### src/verilog/frame_pkg.sv
// Overview of operation
// - capture eight 7-bit channel values per cycle
// - one shared 2-bit capacitor index per block
// - five header bits: markers, mode, valid flag
// - 63 essential bits once per integration period
// - every block has identical fixed length
// - idle characters fill any gap between blocks
// - link latency skew under four integration cycles
// - sampling and serializing run on separate clocks
// - spare bits carry debug cycle counters
//
`default_nettype none
package frame_pkg;
	// ----------------------------------------
	// block layout
	// ----------------------------------------
	localparam int CH_NUM    = 8;
	localparam int CH_W      = 7;
	localparam int CHAN_W    = CH_NUM * CH_W;
	localparam int CAP_W     = 2;
	localparam int MODE_W    = 2;
	localparam int HDR_W     = 5;
	localparam int ESS_W     = CHAN_W + CAP_W + HDR_W;
	localparam int INTCNT_W  = 14;
	localparam int SERCNT_W  = 8;
	localparam int SPARE_W   = INTCNT_W + SERCNT_W;
	localparam int WORD_W    = 16;
	localparam int PAY_WORDS = 6;
	localparam int PAY_W     = WORD_W * PAY_WORDS;
	localparam int PAD_W     = PAY_W - ESS_W - SPARE_W;
	localparam int WIDX_W    = 3;
	localparam int CAP_LSB   = CHAN_W;
	localparam int HDR_LSB   = CAP_LSB + CAP_W;
	localparam int SPR_LSB   = ESS_W;
	localparam logic [WIDX_W-1:0] LAST_WORD = 3'h5;
	// ----------------------------------------
	// link characters
	// ----------------------------------------
	localparam logic [WORD_W-1:0] START_CODE = 16'h50BC;
	localparam logic [WORD_W-1:0] IDLE_CODE  = 16'hC5BC;
	// ----------------------------------------
	// register map (apb byte addresses)
	// ----------------------------------------
	localparam int ADDR_W = 12;
	localparam logic [ADDR_W-1:0] CTRL_OFS   = 12'h000;
	localparam logic [ADDR_W-1:0] STATUS_OFS = 12'h004;
	localparam logic [ADDR_W-1:0] BLKCNT_OFS = 12'h008;
	localparam logic [ADDR_W-1:0] DROP_OFS   = 12'h00C;
	localparam int CTRL_EN_BIT  = 0;
	localparam int CTRL_CLR_BIT = 1;
	localparam int ST_OVF_BIT   = 0;
	localparam int ST_BUSY_BIT  = 1;
	localparam int ST_PEND_BIT  = 2;
	localparam int CNT_W        = 16;
	// ----------------------------------------
	// transmit states
	// ----------------------------------------
	typedef enum logic [0:0] {
		TX_IDLE = 1'b0,
		TX_SEND = 1'b1
	} tx_state_t;
endpackage
`default_nettype wire

### src/verilog/charge_data_frame_packer.sv
// Chosen here: register access over APB and the register addresses.
`timescale 1ns/1ps
`default_nettype none
module charge_data_frame_packer (
	// clock, reset, enable
	input  wire logic                                 i_sys_clk,
	input  wire logic                                 i_sys_rst,
	input  wire logic                                 i_clk_en,
	// apb slave
	input  wire logic                                 i_psel,
	input  wire logic                                 i_penable,
	input  wire logic                                 i_pwrite,
	input  wire logic [frame_pkg::ADDR_W-1:0]         i_paddr,
	input  wire logic [31:0]                          i_pwdata,
	output logic      [31:0]                          o_prdata,
	output logic                                      o_pready,
	output logic                                      o_pslverr,
	// integrator side pins
	input  wire logic                                 i_integration_clock,
	input  wire logic [frame_pkg::CHAN_W-1:0]         i_chan_data,
	input  wire logic [frame_pkg::CAP_W-1:0]          i_capacitor_index,
	input  wire logic                                 i_proton_mark,
	input  wire logic                                 i_pbar_mark,
	input  wire logic [frame_pkg::MODE_W-1:0]         i_int_mode,
	input  wire logic                                 i_data_valid,
	// serializer side
	input  wire logic                                 i_ser_clk,
	output logic      [frame_pkg::WORD_W-1:0]         o_ser_data,
	output logic                                      o_ser_ctrl
);
	// ----------------------------------------
	// pin synchronisers
	// ----------------------------------------
	localparam int PIN_W = frame_pkg::ESS_W;
	logic [PIN_W-1:0] pin_lvl;
	logic [1:0]       clk_rise;
	logic             int_rise;
	logic             ser_rise;

	pin_sync #(.W(PIN_W)) u_data_sync (
		.i_sys_clk (i_sys_clk),
		.i_sys_rst (i_sys_rst),
		.i_clk_en  (i_clk_en),
		.i_pin     ({i_proton_mark, i_pbar_mark, i_int_mode, i_data_valid,
		              i_capacitor_index, i_chan_data}),
		.o_level   (pin_lvl),
		.o_rise    ()
	);

	// both clocks sampled as pins: edges found here
	pin_sync #(.W(2)) u_clk_sync (
		.i_sys_clk (i_sys_clk),
		.i_sys_rst (i_sys_rst),
		.i_clk_en  (i_clk_en),
		.i_pin     ({i_ser_clk, i_integration_clock}),
		.o_level   (),
		.o_rise    (clk_rise)
	);
	assign int_rise = clk_rise[0];
	assign ser_rise = clk_rise[1];

	// ----------------------------------------
	// state
	// ----------------------------------------
	typedef struct packed {
		logic                                  ctrl_en;
		logic                                  ovf;
		logic                                  pend_v;
		logic [frame_pkg::PAY_W-1:0]           pend;
		logic [frame_pkg::PAY_W-1:0]           shift;
		frame_pkg::tx_state_t                  tx;
		logic [frame_pkg::WIDX_W-1:0]          widx;
		logic [frame_pkg::INTCNT_W-1:0]        int_cnt;
		logic [frame_pkg::SERCNT_W-1:0]        ser_cnt;
		logic [frame_pkg::CNT_W-1:0]           blk_cnt;
		logic [frame_pkg::CNT_W-1:0]           drop_cnt;
		logic [frame_pkg::WORD_W-1:0]          ser_data;
		logic                                  ser_ctrl;
		logic [31:0]                           prdata;
	} state_t;
	state_t q;
	state_t d;

	function automatic logic hit(input logic [frame_pkg::ADDR_W-1:0] a,
		input logic [frame_pkg::ADDR_W-1:0] ofs);
		hit = (a == ofs);
	endfunction

	// ----------------------------------------
	// next-state logic
	// ----------------------------------------
	always_comb
	begin
		logic wr;
		logic taken;
		wr = i_psel && i_penable && i_pwrite;
		taken = 1'b0;
		d = q;
		// apb read data latched in setup phase
		if (i_psel && !i_penable)
		begin
			d.prdata = '0;
			if (hit(i_paddr, frame_pkg::CTRL_OFS))
				d.prdata[frame_pkg::CTRL_EN_BIT] = q.ctrl_en;
			if (hit(i_paddr, frame_pkg::STATUS_OFS))
			begin
				d.prdata[frame_pkg::ST_OVF_BIT]  = q.ovf;
				d.prdata[frame_pkg::ST_BUSY_BIT] = (q.tx == frame_pkg::TX_SEND);
				d.prdata[frame_pkg::ST_PEND_BIT] = q.pend_v;
			end
			if (hit(i_paddr, frame_pkg::BLKCNT_OFS))
				d.prdata[frame_pkg::CNT_W-1:0] = q.blk_cnt;
			if (hit(i_paddr, frame_pkg::DROP_OFS))
				d.prdata[frame_pkg::CNT_W-1:0] = q.drop_cnt;
		end
		// apb writes, applied before events so a same-cycle set wins
		if (wr && hit(i_paddr, frame_pkg::CTRL_OFS))
		begin
			d.ctrl_en = i_pwdata[frame_pkg::CTRL_EN_BIT];
			if (i_pwdata[frame_pkg::CTRL_CLR_BIT])
			begin
				d.blk_cnt = '0;
				d.drop_cnt = '0;
			end
		end
		if (wr && hit(i_paddr, frame_pkg::STATUS_OFS) && i_pwdata[frame_pkg::ST_OVF_BIT])
			d.ovf = 1'b0;
		// serializer cadence: one word per serializer clock rising edge
		if (ser_rise)
		begin
			d.ser_cnt = q.ser_cnt + 1'b1;
			unique case (q.tx)
				frame_pkg::TX_IDLE:
				begin
					if (q.pend_v)
					begin
						d.ser_data = frame_pkg::START_CODE;
						d.ser_ctrl = 1'b1;
						d.shift = q.pend;
						d.pend_v = 1'b0;
						taken = 1'b1;
						d.widx = '0;
						d.tx = frame_pkg::TX_SEND;
					end
					else
					begin
						d.ser_data = frame_pkg::IDLE_CODE;
						d.ser_ctrl = 1'b1;
					end
				end
				frame_pkg::TX_SEND:
				begin
					d.ser_data = q.shift[frame_pkg::PAY_W-1 -: frame_pkg::WORD_W];
					d.ser_ctrl = 1'b0;
					d.shift = q.shift << frame_pkg::WORD_W;
					d.widx = q.widx + 1'b1;
					// fixed word count ends every block
					if (q.widx == frame_pkg::LAST_WORD)
					begin
						d.tx = frame_pkg::TX_IDLE;
						d.blk_cnt = d.blk_cnt + 1'b1;
					end
				end
			endcase
		end
		// capture on each integration clock rising edge while enabled, no queue behind it
		if (int_rise)
		begin
			d.int_cnt = q.int_cnt + 1'b1;
			if (q.ctrl_en)
			begin
				if (q.pend_v && !taken)
				begin
					d.ovf = 1'b1;
					d.drop_cnt = d.drop_cnt + 1'b1;
				end
				else
				begin
					d.pend_v = 1'b1;
					d.pend = {{frame_pkg::PAD_W{1'b0}}, q.ser_cnt, q.int_cnt,
					          pin_lvl};
				end
			end
		end
	end

	always_ff @(posedge i_sys_clk)
	begin
		if (i_sys_rst)
		begin
			q <= '0;
			q.ser_data <= frame_pkg::IDLE_CODE;
			q.ser_ctrl <= 1'b1;
		end
		else if (i_clk_en)
			q <= d;
	end

	// ----------------------------------------
	// outputs
	// ----------------------------------------
	assign o_ser_data = q.ser_data;
	assign o_ser_ctrl = q.ser_ctrl;
	assign o_prdata   = q.prdata;
	assign o_pready   = i_clk_en;
	assign o_pslverr  = i_psel && i_penable && !(hit(i_paddr, frame_pkg::CTRL_OFS)
		|| hit(i_paddr, frame_pkg::STATUS_OFS) || hit(i_paddr, frame_pkg::BLKCNT_OFS)
		|| hit(i_paddr, frame_pkg::DROP_OFS));

	logic go;
	assign go = i_clk_en && ser_rise;
endmodule
`default_nettype wire

### src/verilog/pin_sync.sv
`timescale 1ns/1ps
`default_nettype none
module pin_sync #(
	parameter int W = 1
) (
	// clock and reset
	input  wire logic         i_sys_clk,
	input  wire logic         i_sys_rst,
	input  wire logic         i_clk_en,
	// pins in, agreed level out
	input  wire logic [W-1:0] i_pin,
	output logic      [W-1:0] o_level,
	output logic      [W-1:0] o_rise
);
	typedef struct packed {
		logic [W-1:0] s1;
		logic [W-1:0] s2;
		logic [W-1:0] s3;
		logic [W-1:0] lvl;
		logic [W-1:0] rise;
	} sync_t;
	sync_t q;
	sync_t d;

	// level taken only where stages two and three agree
	always_comb
	begin
		d = q;
		d.s1 = i_pin;
		d.s2 = q.s1;
		d.s3 = q.s2;
		d.lvl = (q.s2 & q.s3) | (q.lvl & (q.s2 | q.s3));
		d.rise = d.lvl & ~q.lvl;
	end

	always_ff @(posedge i_sys_clk)
	begin
		if (i_sys_rst)
			q <= '0;
		else if (i_clk_en)
			q <= d;
	end

	assign o_level = q.lvl;
	assign o_rise  = q.rise;
endmodule
`default_nettype wire

### config.mk
export PLATFORM = sky130hd
export DESIGN_NAME = charge_data_frame_packer
export DESIGN_NICKNAME = d
export VERILOG_FILES = /design/src/verilog/frame_pkg.sv /design/src/verilog/charge_data_frame_packer.sv /design/src/verilog/pin_sync.sv
export SDC_FILE = /design/constraint.sdc
export NUM_CORES = 1
export LEC_CHECK = 0
export BUFFER_PORTS_ARGS = -buffer_cell sky130_fd_sc_hd__buf_2
export CAP_MARGIN = 5
export CORE_UTILIZATION = 40
export CTS_CLUSTER_SIZE = 8
export DETAILED_ROUTE_END_ITERATION = 7
export SLEW_MARGIN = 0
export SYNTH_ARGS = -nofsm -noshare
export SYNTH_HDL_FRONTEND = slang
export SYNTH_SLANG_ARGS = --single-unit
export TNS_END_PERCENT = 30
### constraint.sdc
create_clock -name i_sys_clk -period 2.53 [get_ports i_sys_clk]
set_input_delay 0.506 -clock i_sys_clk [delete_from_list [all_inputs] [get_ports i_sys_clk]]
set_output_delay 0.506 -clock i_sys_clk [all_outputs]
set_load 0.02 [all_outputs]
==> results of run 1 <==
final cells by class:
type,count,share of cell area [%]
clock buffer,79,8.22
clock inverter,7,0.541
inverter,7,0.109
multi-input combinational,1578,38.3
sequential,537,44.7
tap,680,3.54
timing repair buffer,163,4.56
through the flow:
stage | instances | utilization (%) | setup WS [ns] | setup TNS, ns
after global placement | 2965 | 42.5 | -0.0784 | -0.148
final | 3051 | 46.6 | 0.388 | 0
after detailed placement | 2965 | 42.5 | -0.114 | -0.421
after global routing | 3051 | 46.6 | 0.315 | 0
after CTS | 3051 | 46.6 | 0.400 | 0
after floorplan | 2343 | - | 0.0319 | 0
state kept, by name (all words and copies together), names as in the netlist:
register / cells
u_clk_sync.o_level: 2
u_data_sync.d: 126
o_prdata: 16
u_clk_sync.q: 2
o_ser_data: 16
u_clk_sync.o_rise: 2
o_ser_ctrl: 1
q: 242
u_clk_sync.d: 4
u_data_sync.o_level: 63
u_data_sync.q: 63
synth_stat cells (all sizes together) (15+ instances only):
master and n:
a211oi 70, a21o 66, a21oi 190, a22oi 42, buf 99, clkbuf 122
dfxtp 537, mux2 16, mux2i 196, nand2 280, nand3 23, nand4 15
nor2 359, o21ai 98, o22ai 68, xor2 21
power groups by stage:
stage	logic, mW	registers, mW	clock network, mW
after floorplan	0.481	8.81	0
after global placement	0.630	8.83	0
after detailed placement	0.646	8.84	0
after CTS	0.647	8.67	9.41
after global routing	0.702	8.68	9.78
final	0.639	8.67	9.14
worst min-delay path by stage:
stage               startpoint                 end  slack [ns]  cells after the start
5_1_grt        i_chan_data[18]  u_data_sync.d[207]        0.13                      3
3_5_place_dp     o_ser_data[6]       o_ser_data[6]        0.45                      2
2_1_floorplan           q[287]              q[287]        0.43                      2
6_report       i_chan_data[52]  u_data_sync.d[241]        0.14                      3
3_3_place_gp    o_ser_data[13]      o_ser_data[13]        0.44                      2
4_1_cts        i_chan_data[49]  u_data_sync.d[238]        0.11                      3
metal layers:
metal / up-vias / track usage (%) / part of all wire (%)
met2: 268 / 28.6 / 47
met1: 7569 / 22.6 / 47
met4: 0 / 5.42 / 2.1
li1: 8035 / - / -
met5: - / 0 / 0
met3: 75 / 3.47 / 3.9
worst register-to-register path, delay by kind of cell (launching register included):
| kind | cells | cell delay [ns] |
|---|---|---|
| compound gates | 2 | 0.44 |
| buf+inv | 1 | 0.26 |
| flops | 1 | 0.54 |
| simple gates | 2 | 0.69 |
logic make-up after synthesis:
logic type	count (synthesis)	share of synthesized area (%)
xor+xnor	35	1.46
flops	537	51.2
mux	213	10.3
compound gates	559	16.2
other cells	1	0.0179
buf+inv	228	5.28
simple gates	749	15.1
fa+ha+maj	6	0.358
==> summary.md, run 1 <==
| Metric | Value |
|---|---|
| Status | `finished, final reports clean` |
| CP endpoint kind | `output port` |
| Total grt overflow | `0` |
| CP max-delay cell | `nor4_2` |
| Initial antenna violation count | `0` |
| Arr. time, crit path | `1.64 ns` |
| Area Growth Syn to Fin | `14.6%` |
| Max Fanout on Critical Path | `3` |
| Cell Area, Synth | `between 0.02 and 0.025 mm2` |
| Clk buf depth | `3` |
| Largest net degree at the start of global routing | `152` |
| Relative slew margins | `30.1%` |
| WHS | `0.138 ns` |
| Detailed Route Iter0 Violations | `~1,000` |
| CTS sink count | `537` |
| Global Route Usage Sum | `roughly 17%` |
| Clock Power Share | `49.5%` |
| Total power | `18.5 mW` |
| Pwr/cell area | `~770 mW/mm2` |
| CP required | `~2.0 ns` |
| Post-synthesis register bit count | `between 500 and 600` |
| Pins over their slew limit | `0` |
| Final Cell Area | `0.0241 mm2` |
| Post_cts resized | `0` |
| Top-area cell type share of the netlist area | `51.2%` |
| Multi-input logic area | `0.00923 mm2` |
| Cells on worst reg2reg path | `5` |
| Die Area | `0.0534 mm2` |
| Critical Path Stages | `6` |
| Critical path type | `primary input to output port` |
| FILL cells | `approximately 5,000` |
| Post-synth EDFFs | `0` |
| Avg Cell Area, Syn | `9.02 um2` |
| Antenna diodes | `0` |
| Drt pass-1 iters | `4` |
| Peak VDD IR | `0.460 mV` |
| Starting Density | `40.7%` |
| Syn Inst Count | `2,328` |
| Root buf cell | `clkbuf_16` |
| CP Cell Sequence | `buf_2 -> nor4_2 -> buf_4 -> nand3_1 -> and3_1 -> buf_2` |
| # hold bufs at CTS | `0` |
| Leak | `9.59 nW` |
| Total CTS buffers | `77` |
| Routability cong. | `0.800` |
| Fmax | `0.467 GHz` |
| Max H-tree Level | `3` |
| Post-Place Cell Area | `0.0219 mm2` |
| Core Area | `0.0516 mm2` |
| Die width | `between 200 and 250 um` |
| Fin nets | `2,485` |
| Slowest Stage Delay on Critical Path | `about 0.31 ns` |
| Vias in the first global route | `15,420` |
| Worst R2R End | `q[64]` |
| Die Y | `231 um` |
| Worst path bufs/invs | `3` |
| Synth unique cells | `52` |
| Largest cells by area after synthesis | `dfxtp_1 51%, mux2i_1 9.3%, nor2_1 6.4%` |
| Worst Clk Skew | `0.0183 ns` |
| Worst-path clk slew | `0.05 ns` |
| Final Cycle Share | `84.7%` |
| Drt wl/cell | `15.2 um` |
| Sequential share of the synthesized area | `51.2%` |
| Postcts setup bufs | `0` |
| Hold Path Class | `primary input to flop` |
| Async S/R FF share, synth | `0%` |
| Global-route wire length before repair | `76.9 mm` |
| Net Sw Frac | `21.6%` |
| Hold Fails Final Rpt | `0` |
| Crit path time final | `2.14 ns` |
| Commonest non-fill, non-tap cell in the layout | `dfxtp_1` |
| Vias per cell | `5.23` |
| Worst Tran Pin Value | `1.05 ns` |
| Top cell by count, worst path | `buf_2` |
| Total vias in the final route | `15,947` |
| Skew-Pair Late Insertion Delay | `0.61 ns` |
| DP Wirelength | `around 29 mm` |
| CTS tree | `yes` |
| FP Rows | `83` |
| Top Ports | `166` |
| Setup crit end | `o_pslverr` |
| Max_cap viols | `0` |
| RSZ-0062 raised after global routing | `false` |
| Fraction of final layout cells sized beyond drive strength 1 | `12.0%` |
| Antenna Nets Post-Route | `0` |
| P_int | `14.5 mW` |
| # DRC | `0` |
| Worst path top cell family by delay | `simple AND/OR/NAND/NOR gates` |
| FF-to-FF Start | `q[299]` |
| CP Launch Point | `i_paddr[7]` |
| Crit path launch type | `primary input` |
| Register area | `0.0108 mm2` |
| NetSw | `3.99 mW` |
| Flop pwr share | `47.0%` |
| Ys Warns | `0` |
| R2r setup slk | `0.54 ns` |
| Primary FF master, synth | `dfxtp_1` |
| Total routed wirelength | `46.5 mm` |
| Highest-count cells in the layout ignoring fill and taps | `537 x dfxtp_1, 358 x nor2_1, 278 x nand2_1` |
| Post-synth top area cell | `dfxtp_1` |
| Comb pwr share | `between 3 and 4%` |
| Number of port buffers | `119` |
| Finish-stage setup viols | `0` |
No activity file was read; power rests on OpenSTA's default activity.
==> inputs of run 2 (changes only) <==
==> constraint.sdc (replaced) <==
create_clock -name i_sys_clk -period 2.2 [get_ports i_sys_clk]
set_input_delay 0.44 -clock i_sys_clk [delete_from_list [all_inputs] [get_ports i_sys_clk]]
set_output_delay 0.44 -clock i_sys_clk [all_outputs]
set_load 0.02 [all_outputs]
==> run 2 against run 1 <==
Compared with the run above: non-clock buffer count increased by 8; clock power increased by 14%; sequential share of layout area decreased by 0.33 points; final cell count increased by 0.26%; register-to-register slack got worse by 0.25 ns; power increased by 15%; critical endpoint is now q[70]; largest cell class unchanged.
==> summary.md, run 2 (synthesis gave the netlist of run 1 again) <==
| Metric | Value |
|---|---|
| Status | `finished, final reports clean (unchanged)` |
| WHS | `0.0727 ns (was 0.138 ns)` |
| Global Route Usage Sum | `17.5% (was 17.3%)` |
| WHS Path Cells | `3 (unchanged)` |
| Hold Path Class | `primary input to flop (unchanged)` |
| Placed insts | `2,973 (was 2,965)` |
| CP Cell Sequence | `ha_1 -> and3_1 -> nand4_1 -> or4_1 -> a21oi_1 (was buf_2 -> nor4_2 -> buf_4 -> nand3_1 -> and3_1 -> buf_2)` |
| CP max-delay cell | `or4_1 (was nor4_2)` |
| Final Cell Area | `0.0242 mm2 (was 0.0241 mm2)` |
| Slowest Stage Delay on Critical Path | `0.58 ns (was 0.31 ns)` |
| Antenna diodes | `0 (unchanged)` |
| Total CTS buffers | `77 (unchanged)` |
| Drt pass-1 iters | `7 (was 4)` |
| RSZ-0062 raised after global routing | `false (unchanged)` |
| Pwr/cell area | `873 mW/mm2 (was 767 mW/mm2)` |
| Fin nets | `2,493 (was 2,485)` |
| Die Y | `231 um (unchanged)` |
| Total grt overflow | `0 (unchanged)` |
| Max H-tree Level | `3 (unchanged)` |
| Hold Startpoint | `i_chan_data[48] (was i_chan_data[52])` |
| Worst path bufs/invs | `0 (was 3)` |
| Global-route wire length before repair | `77.6 mm (was 76.9 mm)` |
| Worst Clk Skew | `0.0228 ns (was 0.0183 ns)` |
| Vias in the first global route | `15,484 (was 15,420)` |
| CP required | `2.74 ns (was 2.02 ns)` |
| Detailed Route Iter0 Violations | `1,035 (was 1,037)` |
| Total power | `21.2 mW (was 18.5 mW)` |
| Leak | `9.66 nW (was 9.59 nW)` |
| Worst-path clk slew | `0.05 ns (about the same)` |
| Drt wl/cell | `15.4 um (was 15.2 um)` |
| Total vias in the final route | `15,973 (was 15,947)` |
| Max_cap viols | `0 (unchanged)` |
| Peak VDD IR | `0.559 mV (was 0.460 mV)` |
| Core Area | `0.0516 mm2 (unchanged)` |
| Fmax | `0.525 GHz` |
| Worst path top cell family by delay | `simple AND/OR/NAND/NOR gates (unchanged)` |
| Skew-Pair Late Insertion Delay | `0.61 ns (about the same)` |
| CP endpoint kind | `flop (was output port)` |
| CTS tree | `yes (unchanged)` |
| Final Cycle Share | `86.7%` |
| Fraction of final layout cells sized beyond drive strength 1 | `12.4% (was 12.0%)` |
| Crit path launch type | `flop (was primary input)` |
| Endpoint, Worst Hold | `u_data_sync.d[237] (was u_data_sync.d[241])` |
| Die Area | `0.0534 mm2 (unchanged)` |
| Postcts setup bufs | `0 (unchanged)` |
| Relative slew margins | `53.8% (was 30.1%)` |
| Highest-count cells in the layout ignoring fill and taps | `537 x dfxtp_1, 358 x nor2_1, 278 x nand2_1 (unchanged)` |
| Vias per cell | `5.22 (was 5.23)` |
| Post_cts resized | `0 (unchanged)` |
| DP Wirelength | `29.5 mm (was 28.6 mm)` |
| Crit path time final | `1.91 ns` |
| Top reg by flops | `q (unchanged)` |
| Clk buf depth | `3 (unchanged)` |
| Multi-input logic area | `0.00926 mm2 (was 0.00923 mm2)` |
| Die width | `231 um (unchanged)` |
| Total routed wirelength | `47.0 mm (was 46.5 mm)` |
| CTS sink count | `537 (unchanged)` |
| Finish-stage setup viols | `0 (unchanged)` |
| Layout Cells excl Fill | `3,059 (was 3,051)` |
| Register area | `0.0108 mm2 (unchanged)` |
| Root buf cell | `clkbuf_16 (unchanged)` |
| Routability cong. | `0.802 (was 0.800)` |
| Starting Density | `40.7% (unchanged)` |
| Largest net degree at the start of global routing | `96 (was 152)` |
| FP Rows | `83 (unchanged)` |
| Arr. time, crit path | `2.45 ns (was 1.64 ns)` |
| Pins over their slew limit | `0 (unchanged)` |
| Max reg flops | `242 (unchanged)` |
| Number of port buffers | `119 (unchanged)` |
| R2r setup slk | `0.29 ns (was 0.54 ns)` |
| Cells on worst reg2reg path | `5 (unchanged)` |
| # DRC | `0 (unchanged)` |
| Top Ports | `166 (unchanged)` |
| Initial antenna violation count | `0 (unchanged)` |
| FILL cells | `4,937 (was 4,890)` |
| Max Fanout on Critical Path | `8 (was 3)` |
| Antenna Nets Post-Route | `0 (unchanged)` |
| # hold bufs at CTS | `0 (unchanged)` |
| Post-Place Cell Area | `0.0221 mm2 (was 0.0219 mm2)` |
| Core Util, Final | `47.0% (was 46.6%)` |
| Critical path type | `flop to flop (was primary input to output port)` |
| Area Growth Syn to Fin | `15.5% (was 14.6%)` |
| Worst Tran Pin Value | `0.693 ns (was 1.05 ns)` |
| FF-to-FF Start | `q[103] (was q[299])` |
| Commonest non-fill, non-tap cell in the layout | `dfxtp_1 (unchanged)` |
| Hold Fails Final Rpt | `0 (unchanged)` |
| Worst R2R End | `q[70] (was q[64])` |
run 2: cell types whose count changed in the layout (fill, tap and decap cells not counted), sizes merged:
cell    previous run  this run
buf              163       171
clkbuf            79        78
clkinv             3         6
inv               10         8
run 2: power by group:
group          leakage, nW  total (mW)  switching (mW)  internal [mW]
Combinational         4.29       0.751           0.449          0.302
Sequential            4.34        9.98          0.0887           9.89
Clock                 1.02        10.4            4.05           6.37
Total                 9.66        21.2            4.59           16.6
run 2: worst max path at each step:
stage	start	to	slack (ns)	cells after the start
2_1_floorplan	i_psel	q[77]	-0.11	10
3_3_place_gp	i_paddr[3]	q[77]	-0.25	11
3_5_place_dp	i_paddr[3]	q[77]	-0.23	11
4_1_cts	q[103]	q[70]	0.29	5
5_1_grt	q[103]	q[70]	0.13	5
6_report	q[103]	q[70]	0.29	5
run 2: layer usage:
layer | track usage [%] | routed length, um | up-vias
li1 | - | - | 8072
met1 | 23.0 | 22200 | 7583
met2 | 28.9 | 22300 | 249
met3 | 3.52 | 1660 | 69
met4 | 5.22 | 868 | 0
met5 | 0 | 0 | -
run 2: cell type report:
class	instances	share of cell area, %
clock inverter	8	0.563
clock buffer	78	8.05
tap	680	3.51
sequential	537	44.4
timing repair buffer	171	5.18
inverter	7	0.108
multi-input combinational	1578	38.2
run 2: tightest hold or removal path: cells and delay by family:
| family | cells | cell delay, ns |
|---|---|---|
| mux | 1 | 0.05 |
| simple gates | 1 | 0.07 |
| buf+inv | 1 | 0.07 |
run 2: through the flow:
stage | setup TNS [ns] | setup WS (ns)
2_1_floorplan | -0.558 | -0.108
5_1_grt | 0 | 0.134
4_1_cts | 0 | 0.291
3_5_place_dp | -1.45 | -0.229
3_3_place_gp | -1.25 | -0.251
6_report | 0 | 0.294
